## config.mk

```make
export PLATFORM = sky130hd
export DESIGN_NAME = rsc_combiner
export DESIGN_NICKNAME = d
export VERILOG_FILES = /design/src/hdl/rsc_pkg.sv /design/src/hdl/rsc_stretch_if.sv /design/src/hdl/rsc_combiner.sv /design/src/hdl/rsc_stretch.sv /design/src/hdl/rsc_sync.sv
export SDC_FILE = /design/constraint.sdc
export NUM_CORES = 1
export LEC_CHECK = 0
export BUFFER_PORTS_ARGS = -buffer_cell sky130_fd_sc_hd__clkbuf_2
export CAP_MARGIN = 20
export CORE_AREA = 2 2 125 127
export CTS_CLUSTER_SIZE = 8
export DETAILED_ROUTE_END_ITERATION = 7
export DIE_AREA = 0 0 127 129
export PLACE_DENSITY = 0.5
export SLEW_MARGIN = 20
export SYNTH_ARGS = -nofsm -noshare
export SYNTH_HDL_FRONTEND = slang
export SYNTH_SLANG_ARGS = --single-unit
```

## constraint.sdc

```tcl
create_clock -name i_clk_sys -period 6.5 [get_ports i_clk_sys]
set_clock_uncertainty 0.15 [all_clocks]
set_input_delay 1.3 -clock i_clk_sys [delete_from_list [all_inputs] [get_ports i_clk_sys]]
set_output_delay 1.3 -clock i_clk_sys [all_outputs]
set_load 0.1 [all_outputs]
```

## src/hdl/rsc_pkg.sv

```systemverilog
// package of constants and types for the reset source combiner
package rsc_pkg;
    // register bus geometry
    localparam int          RSC_ADDR_W         = 4;
    localparam int          RSC_DATA_W         = 32;
    localparam logic [3:0]  RSC_OFF_CAUSE      = 4'h0;
    localparam logic [3:0]  RSC_OFF_IRQ_STAT   = 4'h4;
    localparam logic [3:0]  RSC_OFF_IRQ_MASK   = 4'h8;
    localparam logic [3:0]  RSC_OFF_SCRATCH    = 4'hC;

    // reset cause status bit positions
    localparam int          RSC_B_POR          = 0;
    localparam int          RSC_B_BOR          = 1;
    localparam int          RSC_B_IDLE         = 2;
    localparam int          RSC_B_SLEEP        = 3;
    localparam int          RSC_B_WATCHDOG_TIMEOUT_FLAG         = 4;
    localparam int          RSC_B_SOFT_WATCHDOG_ENABLE       = 5;
    localparam int          RSC_B_SWR          = 6;
    localparam int          RSC_B_PIN_RESET_FLAG         = 7;
    localparam int          RSC_B_REGULATOR_SLEEP_STANDBY        = 8;
    localparam int          RSC_B_IOP          = 14;
    localparam int          RSC_B_TRAP         = 15;
    localparam logic [15:0] RSC_CAUSE_POR_VAL  = 16'h0003;
    localparam logic [15:0] RSC_CAUSE_WMASK    = 16'hC1FF;
    // flags that a brown-out wipes: trap, illegal op, instruction, watchdog, sleep, idle
    localparam logic [15:0] RSC_CAUSE_BOR_CLR  = 16'hC05C;

    // interrupt status and mask layout
    localparam int          RSC_IRQ_W          = 3;
    localparam int          RSC_I_RELEASE      = 0;
    localparam int          RSC_I_POWER_SAVE_INSTRUCTION       = 1;
    localparam int          RSC_I_WDT          = 2;
    localparam logic [2:0]  RSC_IRQ_MASK_RST   = 3'h0;
    localparam logic [2:0]  RSC_IRQ_STAT_RST   = 3'h0;

    // internal state reset time
    localparam int          RSC_CLK_MHZ        = 20;
    localparam int          RSC_TRST_US        = 20;
    localparam int          RSC_TRST_CYC       = RSC_TRST_US * RSC_CLK_MHZ;
    localparam int          RSC_CNT_W          = 16;

    // sequencer states
    typedef enum logic [1:0] {
        RSC_ST_HOLD = 2'b01,
        RSC_ST_RUN  = 2'b10
    } rsc_state_t;
endpackage

```

## src/hdl/rsc_stretch_if.sv

```systemverilog
// link between the combiner and its reset stretch timer
`timescale 1ns/1ns
`default_nettype none
interface rsc_stretch_if;
    logic restart;
    logic busy;
    modport timer (input restart, output busy);
    modport ctrl  (output restart, input busy);
endinterface
`default_nettype wire

```

## src/hdl/rsc_combiner.sv

```systemverilog
// reset source combiner with cause status register behind apb
//
// Our own choices: the APB register port and the register addresses.
`timescale 1ns/1ns
`default_nettype none
module rsc_combiner
    import rsc_pkg::*;
#(
    parameter int TRST_CYCLES = RSC_TRST_CYC
) (
    input  wire logic                          i_clk_sys,
    input  wire logic                          i_rst,
    input  wire logic                          i_brown_out_reset,
    input  wire logic                          i_external_pin_reset,
    input  wire logic                          i_reset_instr,
    input  wire logic                          i_watchdog_timeout,
    input  wire logic                          i_trap_conflict,
    input  wire logic                          i_illegal_op,
    input  wire logic                          i_power_save_instruction_sleep,
    input  wire logic                          i_power_save_instruction_idle,
    input  wire logic                          i_fuse_watchdog_enable,
    input  wire logic                          i_psel,
    input  wire logic                          i_penable,
    input  wire logic                          i_pwrite,
    input  wire logic [rsc_pkg::RSC_ADDR_W-1:0] i_paddr,
    input  wire logic [rsc_pkg::RSC_DATA_W-1:0] i_pwdata,
    output logic      [rsc_pkg::RSC_DATA_W-1:0] o_prdata,
    output logic                               o_pready,
    output logic                               o_pslverr,
    output logic                               o_system_reset_out,
    output logic      [15:0]                   o_reset_cause,
    output logic                               o_watchdog_enable,
    output logic                               o_regulator_sleep_standby,
    output logic                               o_irq
);
    import rsc_pkg::*;

    typedef struct packed {
        rsc_state_t                state;
        logic [15:0]               cause;
        logic [RSC_IRQ_W-1:0]      irq_stat;
        logic [RSC_IRQ_W-1:0]      irq_mask;
        logic [RSC_DATA_W-1:0]     scratch;
        logic [RSC_DATA_W-1:0]     prdata;
        logic                      pready;
        logic                      pslverr;
        logic                      irq;
        logic                      sys_rst;
        logic                      wdt_en;
    } rsc_top_st_t;

    rsc_top_st_t          st;
    rsc_top_st_t          next_st;
    logic [1:0]           async_sync;
    logic                 src_brown;
    logic                 src_pin;
    logic                 src_active;
    logic                 acc;
    logic                 wr_now;
    logic [RSC_IRQ_W-1:0] ev;
    logic [15:0]          cause_v;

    rsc_stretch_if stretch ();

    // address match used by decode, write strobes and read mux
    function automatic logic rsc_is(input logic [RSC_ADDR_W-1:0] a,
                                    input logic [RSC_ADDR_W-1:0] off);
        return a == off;
    endfunction

    function automatic logic rsc_mapped(input logic [RSC_ADDR_W-1:0] a);
        return rsc_is(a, RSC_OFF_CAUSE) || rsc_is(a, RSC_OFF_IRQ_STAT) ||
               rsc_is(a, RSC_OFF_IRQ_MASK) || rsc_is(a, RSC_OFF_SCRATCH);
    endfunction

    // brown-out and pin are asynchronous levels
    rsc_sync #(
        .W (2)
    ) u_sync (
        .i_clk_sys (i_clk_sys),
        .i_rst     (i_rst),
        .i_async   ({i_external_pin_reset, i_brown_out_reset}),
        .o_sync    (async_sync)
    );

    rsc_stretch #(
        .CYCLES (TRST_CYCLES)
    ) u_stretch (
        .i_clk_sys (i_clk_sys),
        .i_rst     (i_rst),
        .tmr       (stretch.timer)
    );

    // combine every source; power-on arrives as i_rst itself
    assign src_brown  = async_sync[0];
    assign src_pin    = async_sync[1];
    assign src_active = src_brown | src_pin | i_reset_instr | i_watchdog_timeout |
                        i_trap_conflict | i_illegal_op;
    assign stretch.restart = src_active;

    // bus write lands on the edge where pready is seen high
    assign acc    = i_psel & i_penable;
    assign wr_now = acc & st.pready & i_pwrite;

    // interrupt events
    assign ev[RSC_I_RELEASE] = st.sys_rst & ~(src_active | stretch.busy);
    assign ev[RSC_I_POWER_SAVE_INSTRUCTION]  = i_power_save_instruction_sleep | i_power_save_instruction_idle;
    assign ev[RSC_I_WDT]     = i_watchdog_timeout;

    // cause flags: software first, then hardware clears, then hardware sets
    always_comb begin
        cause_v = st.cause;
        if (wr_now && rsc_is(i_paddr, RSC_OFF_CAUSE)) begin
            cause_v = i_pwdata[15:0] & RSC_CAUSE_WMASK;
        end
        if (src_brown) begin
            cause_v = cause_v & ~RSC_CAUSE_BOR_CLR;
        end
        if (i_power_save_instruction_sleep || i_power_save_instruction_idle) begin
            cause_v[RSC_B_WATCHDOG_TIMEOUT_FLAG] = 1'b0;
        end
        // sets come last so an event beats a same-cycle clear
        if (src_brown) begin
            cause_v[RSC_B_BOR] = 1'b1;
        end
        if (src_pin) begin
            cause_v[RSC_B_PIN_RESET_FLAG] = 1'b1;
        end
        if (i_reset_instr) begin
            cause_v[RSC_B_SWR] = 1'b1;
        end
        if (i_watchdog_timeout) begin
            cause_v[RSC_B_WATCHDOG_TIMEOUT_FLAG] = 1'b1;
        end
        if (i_trap_conflict) begin
            cause_v[RSC_B_TRAP] = 1'b1;
        end
        if (i_illegal_op) begin
            cause_v[RSC_B_IOP] = 1'b1;
        end
        if (i_power_save_instruction_sleep) begin
            cause_v[RSC_B_SLEEP] = 1'b1;
        end
        if (i_power_save_instruction_idle) begin
            cause_v[RSC_B_IDLE] = 1'b1;
        end
    end

    // next state of the whole block
    always_comb begin
        next_st = st;
        // hold until sources drop and the stretch runs out
        next_st.state   = (src_active || stretch.busy) ? RSC_ST_HOLD : RSC_ST_RUN;
        next_st.sys_rst = (next_st.state == RSC_ST_HOLD);
        next_st.cause   = cause_v;

        // sticky interrupt status, write one to clear, set wins
        if (wr_now && rsc_is(i_paddr, RSC_OFF_IRQ_STAT)) begin
            next_st.irq_stat = st.irq_stat & ~i_pwdata[RSC_IRQ_W-1:0];
        end
        next_st.irq_stat = next_st.irq_stat | ev;
        if (wr_now && rsc_is(i_paddr, RSC_OFF_IRQ_MASK)) begin
            next_st.irq_mask = i_pwdata[RSC_IRQ_W-1:0];
        end
        // the interrupt mask is pinned to its reset value while the system is held
        if (st.sys_rst) begin
            next_st.irq_mask = RSC_IRQ_MASK_RST;
        end
        // scratch has no reset value and rides through every reset
        if (wr_now && rsc_is(i_paddr, RSC_OFF_SCRATCH)) begin
            next_st.scratch = i_pwdata;
        end
        next_st.irq    = |(next_st.irq_stat & next_st.irq_mask);
        next_st.wdt_en = i_fuse_watchdog_enable | next_st.cause[RSC_B_SOFT_WATCHDOG_ENABLE];

        // apb: one wait state, answer on second access cycle
        next_st.pready  = 1'b0;
        next_st.pslverr = 1'b0;
        if (acc && !st.pready) begin
            next_st.pready  = 1'b1;
            next_st.pslverr = !rsc_mapped(i_paddr);
            next_st.prdata  = '0;
            unique case (1'b1)
                rsc_is(i_paddr, RSC_OFF_CAUSE):    next_st.prdata[15:0] = st.cause;
                rsc_is(i_paddr, RSC_OFF_IRQ_STAT): next_st.prdata[RSC_IRQ_W-1:0] = st.irq_stat;
                rsc_is(i_paddr, RSC_OFF_IRQ_MASK): next_st.prdata[RSC_IRQ_W-1:0] = st.irq_mask;
                rsc_is(i_paddr, RSC_OFF_SCRATCH):  next_st.prdata = st.scratch;
                default:                           next_st.prdata = '0;
            endcase
        end

        // power-on: the root reset, scratch deliberately untouched
        if (i_rst) begin
            next_st.state    = RSC_ST_HOLD;
            next_st.sys_rst  = 1'b1;
            next_st.cause    = RSC_CAUSE_POR_VAL;
            next_st.irq_stat = RSC_IRQ_STAT_RST;
            next_st.irq_mask = RSC_IRQ_MASK_RST;
            next_st.prdata   = '0;
            next_st.pready   = 1'b0;
            next_st.pslverr  = 1'b0;
            next_st.irq      = 1'b0;
            next_st.wdt_en   = i_fuse_watchdog_enable;
        end
    end

    // release only on a clock edge
    always_ff @(posedge i_clk_sys) begin
        st <= next_st;
    end

    // all outputs straight from the state register
    assign o_prdata                  = st.prdata;
    assign o_pready                  = st.pready;
    assign o_pslverr                 = st.pslverr;
    assign o_system_reset_out        = st.sys_rst;
    assign o_reset_cause             = st.cause;
    assign o_watchdog_enable         = st.wdt_en;
    assign o_regulator_sleep_standby = st.cause[RSC_B_REGULATOR_SLEEP_STANDBY];
    assign o_irq                     = st.irq;

    // checks
    int unsigned hi_len;
    always_ff @(posedge i_clk_sys) begin
        hi_len <= (i_rst || !st.sys_rst) ? 0 : hi_len + 1;
    end
endmodule // rsc_combiner
`default_nettype wire

```

## src/hdl/rsc_stretch.sv

```systemverilog
// reset stretch timer: holds busy for the internal reset time
`timescale 1ns/1ns
`default_nettype none
module rsc_stretch
    import rsc_pkg::*;
#(
    parameter int CYCLES = RSC_TRST_CYC
) (
    input  wire logic    i_clk_sys,
    input  wire logic    i_rst,
    rsc_stretch_if.timer tmr
);
    typedef struct packed {
        logic [RSC_CNT_W-1:0] cnt;
    } rsc_tmr_st_t;

    localparam logic [RSC_CNT_W-1:0] LOAD = RSC_CNT_W'(CYCLES);

    rsc_tmr_st_t st;
    rsc_tmr_st_t next_st;

    // reload while any source is live, then count down to zero
    always_comb begin
        next_st = st;
        if (i_rst || tmr.restart) begin
            next_st.cnt = LOAD;
        end else if (st.cnt != '0) begin
            next_st.cnt = st.cnt - RSC_CNT_W'(1);
        end
    end

    always_ff @(posedge i_clk_sys) begin
        st <= next_st;
    end

    assign tmr.busy = (st.cnt != '0);
endmodule // rsc_stretch
`default_nettype wire

```

## src/hdl/rsc_sync.sv

```systemverilog
// two-flop synchroniser for asynchronous reset source levels
`timescale 1ns/1ns
`default_nettype none
module rsc_sync #(
    parameter int W = 2
) (
    input  wire logic         i_clk_sys,
    input  wire logic         i_rst,
    input  wire logic [W-1:0] i_async,
    output logic      [W-1:0] o_sync
);
    typedef struct packed {
        logic [W-1:0] meta;
        logic [W-1:0] stable;
    } rsc_sync_st_t;

    rsc_sync_st_t st;
    rsc_sync_st_t next_st;

    // first stage feeds only the second
    always_comb begin
        next_st.meta   = i_async;
        next_st.stable = st.meta;
        if (i_rst) begin
            next_st = '0;
        end
    end

    always_ff @(posedge i_clk_sys) begin
        st <= next_st;
    end

    assign o_sync = st.stable;
endmodule // rsc_sync
`default_nettype wire
```

* Yosys cells after proc, flatten, opt, wreduce, memory -nomap -nowiden
Index checks and enable logic that the tools add are counted.
** Cells by class
- Add/sub/neg operators :: 1
- $mul :: 0
- Div/mod/pow operators :: 0
- Magnitude comparators :: 0
- Equality and inequality tests :: 4
- Shift operators :: 0
- Multiplexer cells :: 19
- Bitwise operators :: 18
- Reduce and logical (&&, ||, !) cells :: 24
** Operators with widths (number)
- two-way mux 16 bit :: 3
- case mux 13 bit (2 select lines) :: 1
- nonzero test 16 bit :: 1
- subtractor 16 x 1 -> 16 bit, second input constant :: 1
- nonzero test 3 bit :: 5
- case mux 3 bit (4 select lines) :: 1
- two-way mux 1 bit :: 9
- two-way mux 3 bit :: 3
- == test 4 bit, second input constant :: 2
- bitwise OR 1 bit :: 8
- bitwise AND 3 bit :: 2
- logical OR 1 bit :: 6
- logical AND 1 bit :: 5
- bitwise AND 1 bit :: 4
- == test 4 x 3 -> 1 bit, second input constant :: 1
- logical NOT 4 bit :: 1
- two-way mux 2 bit :: 2
- nonzero test 4 bit :: 1
- OR reduction 2 bit :: 2
- NOT 3 bit :: 1
- bitwise OR 3 bit :: 1
- OR reduction 3 bit :: 1
- == test 2 x 1 -> 1 bit, second input constant :: 1
- logical NOT 1 bit :: 2
- NOT 1 bit :: 2
** Storage, ports and cells
- Register bits :: 111
- Bits in latches :: 0
- RAM bits :: 0
- Bits in read-only memories :: 0
- Input port bits :: 50
- Output and inout bits :: 54
- Logic and storage cells :: 86
- Memories kept :: 0

* Logic depth before layout (Yosys ltp)
- Word-level depth :: 11
- Mapped depth :: 7
- Mapped depth without buffers :: 6

* By module
A second synthesis with hierarchy kept.
** Second synthesis, totals
- Cell total of the unflattened synthesis :: 427
- Area total of the unflattened synthesis :: 4528.1 µm²
** By module, submodules not included
- rsc_combiner :: instances 1, cells each 314, area each 3525.9 µm², seq. area each 2042.0 µm²
- rsc_stretch :: instances 1, cells each 103, area each 882.1 µm², seq. area each 320.3 µm²
- rsc_sync :: instances 1, cells each 10, area each 120.1 µm², seq. area each 80.1 µm²

* Least setup slack after synthesis
OpenSTA, ideal clock, no wires.
- Path kind :: input to register
- From :: input port i_paddr[3] (netlist name)
- To :: register st[37] (netlist name), enable pin
- Setup time :: 501 ps
- Arrival :: 4760 ps
- Required time :: 5849 ps
- Path slack :: 1088 ps
- Stages on the path :: 3
- Path buffers :: 1
- Cell sequence :: clkbuf_1 nand2_1 nor4_1
** Between the ends
- Word-level cells in the longest chain between the ends :: 2
** Ends and longest elaborated chain
- from (decl) :: RTL line rsc_combiner.sv:25 : input wire logic [rsc_pkg::RSC_ADDR_W-1:0] i_paddr,
- == test 4 bit :: RTL line rsc_combiner.sv:68 : return a == off;
- logical AND 1 bit :: RTL line rsc_combiner.sv:170 : if (wr_now && rsc_is(i_paddr, RSC_OFF_SCRATCH)) begin
- to (signal assigned) :: RTL line rsc_combiner.sv:209 : st <= next_st;
- to (decl) :: RTL line rsc_combiner.sv:52 : rsc_top_st_t st;
Every way passes these cells.
A chain may end at the register's enable or synchronous reset.

* Worst setup path in the final report
- From :: input port i_reset_instr
- To :: register u_stretch.st[3] (netlist name)
** Between the ends
- Word-level cells in the longest chain between the ends :: 5
** Ends and longest elaborated chain
- from (decl) :: RTL line rsc_combiner.sv:15 : input wire logic i_reset_instr,
- bitwise OR 1 bit (3 in series) :: RTL line rsc_combiner.sv:97 : assign src_active = src_brown | src_pin | i_reset_instr | i_watchdog_timeout |
- bitwise OR 1 bit :: RTL line rsc_combiner.sv:98 : i_trap_conflict | i_illegal_op;
- logical OR 1 bit :: RTL line rsc_stretch.sv:25 : if (i_rst || tmr.restart) begin
- to (signal assigned) :: RTL line rsc_stretch.sv:33 : st <= next_st;
- to (decl) :: RTL line rsc_stretch.sv:19 : rsc_tmr_st_t st;
Every way passes these cells.

==> results.txt <==
post-layout min period: 2940 ps
Worst Hold Depth: 1
Longest Clk Path Bufs: 2
worst slew pin tran: 958 ps
worst min path class: reg -> reg
# hold bufs at CTS: 0
GRT overflow: 0
kind of critical path: in -> reg
R2R Setup Slk: 4310 ps
Sw Ratio: 26.5%
TritonCTS clock tree: built
DRT antenna net count: 0
# DRC: 0
WL/cell: 15.6 um
Post-Layout Cell Count: 662
number of global-route vias before repair: 3,167
f_max: 0.340 GHz
fraction of layout cells with a size suffix above 1: 28.5%
Max FO, Critical Path: 12
status: complete, no violations
PortBufs: 98
Slew Viols, Final: 0
period utilization: 45.3%
area grow syn2layout: 14.1%
final instance area: 5030 um2
via/cell ratio: 4.79
Setup Fix Bufs, Post-CTS: 0
DRT iter0 DRCs: 218
Sink Count: 106
I/O pin total: 104
PwrDens: 265 nW/um2
Nets: 521
Total Routed Length: 10.3 mm
Total GRT Usage: 12.9%
Pre-Repair DR Iteration Count: 5
top-area cell type share of the netlist area: 33.6%
post-synthesis instance total: 422
global-route wire length before repair: 16.3 mm
Routability Congestion: 0.763
post-synthesis sequential area ratio: 55.4%
pin count of the biggest net entering global routing: 57
H-tree depth: 3
placed instance count: 646
Die Footprint: 16,400 um2
Hold WS: 289 ps
P_int: 981 uW
DP Wirelength: 7.32 mm
dominant cells by area after synthesis: dfxtp_1 (34%), edfxtp_1 (22%), buf_4 (8.2%)
startpoint types: primary input
cell type with the largest total area after synthesis: dfxtp_1
post_cts resized: 0
placed instance area: 4740 um2
sequential power share: 52.0%
Clock Latency Late Sink: 360 ps
synthesized flop and latch total: 106
Chip Width: 127 um
setup TNS: 0 ps
vias: 3,171
Max-Cap Viols: 0
Worst-path clk slew: 70 ps
r2r worst-path depth: 6
Gate power share: 8.3%
Slew headroom: 35.6%
fin worst setup slack: 3560 ps
# rows: 45
syn_area_per_cell: 10.4 um2
commonest cells after routing, fill and taps aside: clkbuf_2 (98), dfxtp_1 (74), nor2_1 (41)
initial antenna violation count: 0
Worst EP required: 6650 ps
FF/Latch Area: 2440 um2
clock buffers created by TritonCTS: 9
Psw: 353 uW
Starting Density: 29.4%
CP arrival: 3090 ps
commonest non-fill, non-tap cell in the layout: clkbuf_2
multi-input logic area: 1500 um2
total core area: 15,000 um2
clock share of power: 39.7%
CTS root buf: clkbuf_16
element type at the critical path end: flop
Netlist cell types: 47
RSZ-0062 raised after global routing: false
DP Worst Slack: 3190 ps
Final Setup Violations: 0
antenna cells: 0
Synth Warn #: 0
Die Ht: 129 um
final number of hold-violating endpoints: 0
filler instances: 1,526
Mapped Area: 4410 um2
Max IR drop VDD: 0.119 mV
Static Leakage: 1.95 nW
## cells in the mapped netlist, drive strengths merged
| master | count |
|---|---|
| and3 | 4 |
| inv | 11 |
| mux2 | 2 |
| or2 | 1 |
| edfxtp | 32 |
| o21a | 2 |
| and4 | 2 |
| or4 | 9 |
| nor3 | 7 |
| nor2 | 41 |
| o211ai | 2 |
| nand4 | 4 |
| a21boi | 1 |
| nand2b | 3 |
| mux2i | 6 |
| nor4 | 7 |
| conb | 1 |
| a31oi | 1 |
| dfxtp | 74 |
| a211o | 2 |
| nand2 | 25 |
| o21ai | 19 |
| mux4 | 3 |
| a2bb2oi | 1 |
| a211oi | 2 |
| a22oi | 32 |
| buf | 50 |
| a21o | 4 |
| ha | 2 |
| o221ai | 2 |
| o31ai | 2 |
| nand3 | 15 |
| o21ba | 1 |
| nor2b | 4 |
| or3 | 7 |
| a21oi | 13 |
| o21bai | 1 |
| nand3b | 2 |
| nor3b | 1 |
| nor4b | 3 |
| clkbuf | 21 |
## logic make-up (layout without fill, tap and decap cells)
group                    count (synthesis)  in the layout  synth area share [%]
adder cells (fa/ha/maj)                  2              2                 0.567
multiplexers                            11             11                  3.41
flip-flops                             106            106                  55.4
AO/OA/AOI/OAI                           85             85                  12.8
buffers and inverters                   82            130                  11.3
other                                    1              5                0.0850
AND/OR/NAND/NOR                        135            135                  16.5
## final timing paths
check,startpoint,to
worst min register to register,u_sync.st[2]$_SDFF_PP0_,u_sync.o_sync[0]$_SDFF_PP0_
worst max-delay path,i_reset_instr,u_stretch.st[3]$_SDFFE_PP0P_
worst min-delay path,u_sync.st[2]$_SDFF_PP0_,u_sync.o_sync[0]$_SDFF_PP0_
worst max register to register,o_pready$_SDFF_PP0_,o_prdata[14]$_SDFFE_PP0P_
## registers in the layout, indices dropped and copies added (netlist names), 2 cells and up
signal,count
o_prdata,32
o_reset_cause,11
st,38
u_stretch.st,16
u_sync.o_sync,2
u_sync.st,2
## per-stage QoR
stage	util, %	total power [mW]
floorplan	-	0.795
global placement	31.7	0.820
detailed placement	31.7	0.821
CTS	33.6	1.35
global route	33.6	1.38
finish	33.6	1.33
## final cells by class
type,count,area share [%]
clock inverters,7,1.24
inverters,11,0.820
clock buffers,9,4.48
flip-flops and latches,106,48.5
well taps,188,4.67
multi-input cells,238,29.8
repair buffers,103,10.5
## power groups by stage
stage / Sequential [mW] / Combinational, mW / Clock (mW)
4_1_cts: 0.694 / 0.112 / 0.546
2_1_floorplan: 0.712 / 0.0829 / 0
5_1_grt: 0.695 / 0.118 / 0.568
3_3_place_gp: 0.709 / 0.110 / 0
3_5_place_dp: 0.709 / 0.111 / 0
6_report: 0.694 / 0.110 / 0.529
## metal layers
metal  vias to the layer above  share of wire, %  global-route usage, %
met5                         -                 0                      0
met4                         0               2.1                   5.82
met3                        14               4.7                   3.95
met2                        66                49                   21.3
met1                      1533                45                   15.6
li1                       1558                 -                      -
## worst max-delay path, stage by stage
cell and delay, ps:
clkbuf_2 100, or4_4 550, or4_4 520, or4_1 530, nand2_1 80
Note: power is estimated with default switching activity, not from simulation.
